### src/rtl/btc_consts.svh
`ifndef BTC_CONSTS_SVH
`define BTC_CONSTS_SVH
// opcode match patterns on the top bits of the 14-bit word
`define BTC_OP_SKIP_HI    4'h7     // word[13:10] == 4'b0111 (01 11bb)
`define BTC_OP_CALL_HI    3'h4     // word[13:11] == 3'b100
`define BTC_OP_CLR_HI     7'h03    // word[13:7]  == 7'b0000011
// field positions
`define BTC_BIT_MSB       9
`define BTC_BIT_LSB       7
`define BTC_FILE_MSB      6
`define BTC_IMM_MSB       10
`define BTC_LATCH_LSB     3
// reset values
`define BTC_PC_RST        13'h0000
`define BTC_NOP_WORD      14'h0000
`define BTC_CLR_VALUE     8'h00
// cycle counts
`define BTC_CALL_CYCLES   2
`endif

### src/rtl/btc_pkg.sv
package btc_pkg;
  // execution phase, one-hot
  typedef enum logic [2:0] {
    BTC_RUN   = 3'h1,
    BTC_FLUSH = 3'h2,
    BTC_CALL2 = 3'h4
  } btc_phase_t;
  // decoded instruction class
  typedef enum logic [3:0] {
    BTC_DEC_NONE = 4'h1,
    BTC_DEC_SKIP = 4'h2,
    BTC_DEC_CALL = 4'h4,
    BTC_DEC_CLR  = 4'h8
  } btc_dec_t;
endpackage : btc_pkg

### src/rtl/btc_decode.sv
`timescale 1ns/10ps
`include "btc_consts.svh"
module btc_decode
  import btc_pkg::*;
(
  input  wire logic [13:0] word_i,  // instruction word
  output btc_dec_t         class_o, // decoded class
  output logic      [2:0]  bit_o,   // bit select
  output logic      [6:0]  file_o,  // file address
  output logic      [10:0] imm_o    // call target
);
  // classify by top opcode bits
  always_comb begin
    if (word_i[13:10] == `BTC_OP_SKIP_HI) begin
      class_o = BTC_DEC_SKIP;
    end else if (word_i[13:11] == `BTC_OP_CALL_HI) begin
      class_o = BTC_DEC_CALL;
    end else if (word_i[13:7] == `BTC_OP_CLR_HI) begin
      class_o = BTC_DEC_CLR;
    end else begin
      class_o = BTC_DEC_NONE;
    end
  end
  // operand fields
  assign bit_o  = word_i[`BTC_BIT_MSB:`BTC_BIT_LSB];
  assign file_o = word_i[`BTC_FILE_MSB:0];
  assign imm_o  = word_i[`BTC_IMM_MSB:0];
endmodule : btc_decode

### src/rtl/btc_exec.sv
`timescale 1ns/10ps
`include "btc_consts.svh"
// Operation
// - skip next when tested bit set
// - taken skip flushes prefetch, runs no-op
// - call pushes pc plus one
// - call loads immediate into pc low
// - call upper pc from high latch
// - call takes exactly two cycles
// - clear writes zero, sets zero flag
module btc_exec
  import btc_pkg::*;
#(
  parameter int PC_W = 13  // program counter width
) (
  input  wire logic            core_clk_i,          // 10 MHz instruction clock
  input  wire logic            srst_i,              // sync reset, high
  input  wire logic [13:0]     instr_i,             // prefetched word in execute
  input  wire logic            instr_valid_i,       // word is meaningful
  input  wire logic [7:0]      file_rdata_i,        // addressed file register
  input  wire logic [7:0]      pc_high_latch_i,     // latch register value
  output logic      [6:0]      file_addr_o,         // file register address
  output logic                 file_we_o,           // file write strobe
  output logic      [7:0]      file_wdata_o,        // file write data
  output logic                 zero_set_o,          // set zero flag
  output logic                 push_o,              // return stack push
  output logic      [PC_W-1:0] return_stack_top_o,  // pushed address
  output logic      [PC_W-1:0] pc_o,                // program counter
  output logic                 flush_o,             // discarding prefetch
  output logic                 busy_o               // call second cycle in progress
);
  // refuse widths the latch and immediate cannot fill
  if (PC_W != 13) begin : g_pc_w_bad
    $error("PC_W must be 13");
  end

  //////////////////////////////////////////////////////////////////////
  // block state, one packed word
  typedef struct packed {
    btc_phase_t      phase;
    logic [PC_W-1:0] pc;
    logic [PC_W-1:0] ret_top;
    logic            push;
    logic            we;
    logic [6:0]      addr;
    logic            zset;
  } btc_state_t;

  // state copies and decoded fields
  btc_state_t s_q, s_d;
  btc_dec_t   cls;
  logic [2:0] bsel;
  logic [6:0] fsel;
  logic [10:0] imm;

  // opcode and operand decode
  btc_decode u_dec (
    .word_i  (instr_i),
    .class_o (cls),
    .bit_o   (bsel),
    .file_o  (fsel),
    .imm_o   (imm)
  );

  //////////////////////////////////////////////////////////////////////
  // next state
  always_comb begin
    s_d      = s_q;
    s_d.push = 1'b0;
    s_d.we   = 1'b0;
    s_d.zset = 1'b0;
    s_d.addr = fsel;
    case (s_q.phase)
      BTC_RUN: begin
        s_d.pc = s_q.pc + 13'h0001;
        if (instr_valid_i) begin
          case (cls)
            BTC_DEC_SKIP: begin
              if (file_rdata_i[bsel]) s_d.phase = BTC_FLUSH;
            end
            BTC_DEC_CALL: begin
              s_d.push = 1'b1;
              s_d.ret_top = s_q.pc + 13'h0001;
              s_d.pc    = {pc_high_latch_i[`BTC_LATCH_LSB+1:`BTC_LATCH_LSB], imm};
              s_d.phase = BTC_CALL2;
            end
            BTC_DEC_CLR: begin
              s_d.we   = 1'b1;
              s_d.zset = 1'b1;
            end
            default: begin
            end
          endcase
        end
      end
      BTC_FLUSH: begin
        // discarded word behaves as no-op
        s_d.pc    = s_q.pc + 13'h0001;
        s_d.phase = BTC_RUN;
      end
      BTC_CALL2: begin
        // target fetch cycle, pc holds target
        s_d.phase = BTC_RUN;
      end
      default: s_d.phase = BTC_RUN;
    endcase
  end

  // state register
  always_ff @(posedge core_clk_i) begin
    if (srst_i) begin
      s_q       <= '0;
      s_q.phase <= BTC_RUN;
      s_q.pc    <= `BTC_PC_RST;
    end else begin
      s_q <= s_d;
    end
  end

  //////////////////////////////////////////////////////////////////////
  // outputs
  assign file_addr_o        = s_q.addr;
  assign file_we_o          = s_q.we;
  assign file_wdata_o       = `BTC_CLR_VALUE;
  assign zero_set_o         = s_q.zset;
  assign push_o             = s_q.push;
  assign return_stack_top_o = s_q.ret_top;
  assign pc_o               = s_q.pc;
  assign flush_o            = (s_q.phase != BTC_RUN);
  assign busy_o             = (s_q.phase == BTC_CALL2);

  //////////////////////////////////////////////////////////////////////
  // checks
  // taken skip flushes
  a_skip_taken: assert property (@(posedge core_clk_i) disable iff (srst_i)
    (s_q.phase == BTC_RUN && instr_valid_i && cls == BTC_DEC_SKIP && file_rdata_i[bsel])
    |=> flush_o ##1 !flush_o) else $error("taken skip did not flush one cycle");

  a_skip_nop: assert property (@(posedge core_clk_i) disable iff (srst_i)
    (s_q.phase == BTC_FLUSH) |-> ##1 (!file_we_o && !push_o))
    else $error("flushed word had effect");

  a_call_push: assert property (@(posedge core_clk_i) disable iff (srst_i)
    (s_q.phase == BTC_RUN && instr_valid_i && cls == BTC_DEC_CALL)
    |=> push_o && return_stack_top_o == $past(s_q.pc) + 13'h0001)
    else $error("call pushed wrong address");

  a_call_low: assert property (@(posedge core_clk_i) disable iff (srst_i)
    (s_q.phase == BTC_RUN && instr_valid_i && cls == BTC_DEC_CALL)
    |=> pc_o[10:0] == $past(instr_i[10:0])) else $error("call low pc wrong");

  a_call_high: assert property (@(posedge core_clk_i) disable iff (srst_i)
    (s_q.phase == BTC_RUN && instr_valid_i && cls == BTC_DEC_CALL)
    |=> pc_o[12:11] == $past(pc_high_latch_i[4:3])) else $error("call high pc wrong");

  a_call_two: assert property (@(posedge core_clk_i) disable iff (srst_i)
    (s_q.phase == BTC_RUN && instr_valid_i && cls == BTC_DEC_CALL)
    |=> busy_o ##1 !busy_o) else $error("call not two cycles");

  a_clear_zero: assert property (@(posedge core_clk_i) disable iff (srst_i)
    (s_q.phase == BTC_RUN && instr_valid_i && cls == BTC_DEC_CLR)
    |=> file_we_o && zero_set_o && file_wdata_o == 8'h00
        && file_addr_o == $past(instr_i[6:0])) else $error("clear wrong");

  a_one_cycle: assert property (@(posedge core_clk_i) disable iff (srst_i)
    (s_q.phase == BTC_RUN && instr_valid_i && (cls == BTC_DEC_CLR
     || (cls == BTC_DEC_SKIP && !file_rdata_i[bsel])))
    |=> !flush_o && pc_o == $past(pc_o) + 13'h0001) else $error("not single cycle");

  a_flush_advance: assert property (@(posedge core_clk_i) disable iff (srst_i)
    (s_q.phase == BTC_FLUSH) |=> !flush_o && pc_o == $past(pc_o) + 13'h0001)
    else $error("flush cycle did not advance pc");

  a_flush_tos: assert property (@(posedge core_clk_i) disable iff (srst_i)
    (s_q.phase == BTC_FLUSH) |=> return_stack_top_o == $past(return_stack_top_o))
    else $error("flushed word changed return address");

  a_skip_clean: assert property (@(posedge core_clk_i) disable iff (srst_i)
    (s_q.phase == BTC_RUN && instr_valid_i && cls == BTC_DEC_SKIP && file_rdata_i[bsel])
    |=> !push_o && !file_we_o && pc_o == $past(pc_o) + 13'h0001)
    else $error("taken skip had side effect");

  a_push_once: assert property (@(posedge core_clk_i) disable iff (srst_i)
    push_o |=> !push_o) else $error("push held two cycles");

  a_tos_hold: assert property (@(posedge core_clk_i) disable iff (srst_i)
    !(s_q.phase == BTC_RUN && instr_valid_i && cls == BTC_DEC_CALL)
    |=> return_stack_top_o == $past(return_stack_top_o))
    else $error("return address moved");

  a_call_hold: assert property (@(posedge core_clk_i) disable iff (srst_i)
    (s_q.phase == BTC_CALL2) |=> !push_o && !flush_o && pc_o == $past(pc_o))
    else $error("call second cycle moved pc");

  a_busy_flush: assert property (@(posedge core_clk_i) disable iff (srst_i)
    busy_o |-> flush_o) else $error("busy without flush");

  a_zero_pair: assert property (@(posedge core_clk_i) disable iff (srst_i)
    zero_set_o == file_we_o) else $error("zero flag apart from clear write");

  a_idle_advance: assert property (@(posedge core_clk_i) disable iff (srst_i)
    (s_q.phase == BTC_RUN && !instr_valid_i)
    |=> !flush_o && !push_o && !file_we_o && pc_o == $past(pc_o) + 13'h0001)
    else $error("idle cycle wrong");
endmodule : btc_exec

### config.mk
export PLATFORM = sky130hd
export DESIGN_NAME = btc_exec
export DESIGN_NICKNAME = d
export VERILOG_FILES = /design/src/rtl/btc_pkg.sv /design/src/rtl/btc_decode.sv /design/src/rtl/btc_exec.sv
export VERILOG_INCLUDE_DIRS = /design/src /design/src/rtl
export SDC_FILE = /design/constraint.sdc
export NUM_CORES = 1
export LEC_CHECK = 0
export BUFFER_PORTS_ARGS = -buffer_cell sky130_fd_sc_hd__buf_2
export CAP_MARGIN = 30
export CORE_UTILIZATION = 50
export DETAILED_ROUTE_END_ITERATION = 7
export PLACE_DENSITY_LB_ADDON = 0.15
export SLEW_MARGIN = 30
export SYNTH_ARGS = -nofsm -noshare
export SYNTH_HDL_FRONTEND = slang
export SYNTH_SLANG_ARGS = --single-unit
### constraint.sdc
create_clock -name core_clk_i -period 2.1 [get_ports core_clk_i]
set_input_delay 0.42 -clock core_clk_i [delete_from_list [all_inputs] [get_ports core_clk_i]]
set_output_delay 0.42 -clock core_clk_i [all_outputs]
set_load 0.01 [all_outputs]
==> results.yml <==
power:
  share_clk_of_total_power_pct: 37.8
  seqPwrFrac_pct: 49.3
  combPwrFrac_pct: 12.9
  powerDensity_nw_per_um2: 649
  power.leakage_nw: 1.03
  ir_drop_uv: 340
  sw_frac_of_total_pct: 24.8
  p_switching_w: 0.000386
  p_total_w: 0.00156
  p_int_w: 0.00117
yosys:
  synth_edf_count: 0
  synth_top_flop_cell: "dfxtp_1"
  synth_top_family_by_area: "simple AND/OR/NAND/NOR gates"
  async_reset_ff_share_pct: 0
  synthAdderAreaFrac_pct: 0.572
  synthMuxAreaShare_pct: 3.43
  yosysUniqueCellTypes: 48
  synth_area_per_cell_um2: 8.57
  synthCells: 255
  yosysWarnings: 0
  syn_area_um2: 2190
  synth-compound-area-share_pct: 16.8
  yosys.area_share.xor_xnor_pct: 3.21
  ys_seq_elements: 38
  synthSimpleGateAreaFrac_pct: 22.3
  synth-seq-area-share_pct: 34.8
setup_path:
  crit_slowest_cell: "or4_1"
  cp_num_buf_inv: 0
  crit_type: "reg -> reg"
  cp_cell_sequence: "ha_1 -> nand3_1 -> or4_1 -> o31a_1 -> o32ai_1"
  end_kind: "register"
  worstPathArrival_ns: 2.09
  crit_required_ns: 2.30
  startpoint_type: "register"
  crit_fanout: 6
  cp_top_family: "simple AND/OR/NAND/NOR gates"
  max_stage_delay_ns: 0.58
finish:
  finalNetCount: 320
  num-fill-cells: 388
  area_delta_synth_final_pct: 9.73
  drive_above_1_share_pct: 30.7
  diodes: 0
routing:
  top_layer_used: "met4"
  first_pass_iters: 4
  wl_met2_um: 2150
  drt-initial-drc-count: 158
  ant_nets: 0
  vias: 1823
  wl_per_cell_um: 13.8
  wirelength_um: 4650
  drc: 0
  dr_wl_met3_um: 306
  viasPerCell: 5.41
  wl_met1_um: 2150
die:
  chipHeight_um: 68.1
  die_w_um: 68.1
  initial_utilization_pct: 53.5
  core_area_um2: 4090
  rows: 23
  fp.dieArea_um2: 4640
  ios: 79
placement:
  dpl.hpwl_um: 3330
  numPortBuffers: 64
  place.gp.congestion: 0.830
grt:
  track_usage_pct: 22.4
  grt_antenna_before_repair: 0
  grt_start_max_net_pins: 29
  overflow: 0
  grt_pass1_vias: 1645
  grt_pass1_wl_um: 7760
cts:
  numCtsBuffers: 5
  clockBufferDepth: 2
  clock_latency_ns: 0.29
  htree_num_levels: 2
  clk_pin_slew_ns: 0.08
  cts_setup_buffers: 0
  cts_hold_buffers: 0
  cts_tree: "yes"
  cts-root-buf: "clkbuf_8"
  clock_sinks: 38
  cts_resized: 0
timing:
  fin_crit_ns: 1.89
  report.final.setup_viol: 0
  hold_violations: 0
  clock_skew_ns: 0.00389
  min_period_over_period_pct: 90.2
  tns_ns: 0
  fmax_ghz: 0.528
  tightest_slew_ns: 0.589
  rsz0062_at_grt: "false"
  finalMaxSlewViolations: 0
  relSlewSlack_pct: 60.3
hold_path:
  hold_path.class: "in -> reg"
status:
  status: "complete, no violations"
job:
  drv_cap: 0
==> synthesized netlist by cell type (all sizes together) (5+ instances only) <==
library cell	count	share of area (%)
nor2b	7	2.0
a21oi	14	3.2
dfxtp	38	35
o32ai	5	2.0
a211oi	13	4.5
clkbuf	7	1.2
o21ai	7	1.6
nor2	21	3.9
and3	6	1.7
inv	6	1.0
xnor2	7	2.8
nand3	10	2.5
nand2	10	1.7
nor3	6	1.4
buf	49	16
==> power by group through the flow <==
stage | Combinational, W | Clock, W | Sequential, W
after global routing | 0.000222 | 0.000636 | 0.000772
after detailed placement | 0.000201 | 0 | 0.000784
after CTS | 0.000201 | 0.000594 | 0.000767
final | 0.000200 | 0.000588 | 0.000767
after floorplan | 0.000161 | 0 | 0.000783
after global placement | 0.000198 | 0 | 0.000783
==> state kept, by name, summed over array words and instances (netlist names) <==
register,flops
file_addr_o,7
s_q,3
push_o,1
zero_set_o,1
return_stack_top_o,13
pc_o,13
==> cells by family (layout without fill, tap and decap cells) <==
family	after synthesis	count (layout)
adders and majority gates	1	1
xor gates and xnor gates	8	8
AOI/OAI and AO/OA	55	55
muxes	5	5
buffers and inverters	62	87
and+or+nand+nor	85	85
DFF	38	38
other	1	8
==> worst register-to-register path, cell delays in order, from the launching register on <==
cell	delay [ns]
dfxtp_1	0.41
ha_1	0.27
nand3_1	0.16
or4_1	0.58
o31a_1	0.27
o32ai_1	0.12
==> per-layer routing <==
layer	global-route usage, %	vias to the layer above
li1	-	923
met1	29.5	819
met2	36.5	77
met3	6.00	4
met4	4.69	0
met5	0	-
==> cell usage in the layout, fill, tap and decap left out, drive strengths merged, types with 4 or more instances in the layout <==
cell     n
dfxtp   38
o21ai    7
and3     6
nand2b   4
xnor2    7
nor2    21
a21oi   14
nor2b    7
clkbuf   8
nand2   10
inv      6
a211oi  13
a31oi    4
nor3     6
conb     8
nand3   10
buf     73
o32ai    5
==> through the flow <==
stage | setup slack, ns | hold slack, ns | util [%] | instances | cell area [um2]
floorplan | 0.396 | 0.454 | - | 262 | 2210
global placement | 0.281 | 0.464 | 56.0 | 329 | 2290
detailed placement | 0.253 | 0.473 | 56.0 | 329 | 2290
CTS | 0.231 | 0.359 | 58.7 | 337 | 2400
global route | 0.104 | 0.361 | 58.7 | 337 | 2400
finish | 0.205 | 0.354 | 58.7 | 337 | 2400
==> area by class of cell <==
cell class / count / area (um2) / area share [%]
multi-input cells: 162 / 1040 / 43.5
flip-flops and latches: 38 / 761 / 31.7
repair buffers: 73 / 400 / 16.7
clock buffers: 8 / 110 / 4.59
well taps: 50 / 62.6 / 2.61
inverters: 6 / 22.5 / 0.939
==> path summary, 6_finish.rpt <==
kind	from	to	slack [ns]	depth (start not counted)
max	pc_o[1]	pc_o[12]	0.21	5
min	instr_i[3]	file_addr_o[3]	0.35	2
max reg2reg	pc_o[1]	pc_o[12]	0.21	5
min reg2reg	return_stack_top_o[1]	return_stack_top_o[1]	0.48	2
No activity file was read; power rests on OpenSTA's default activity.
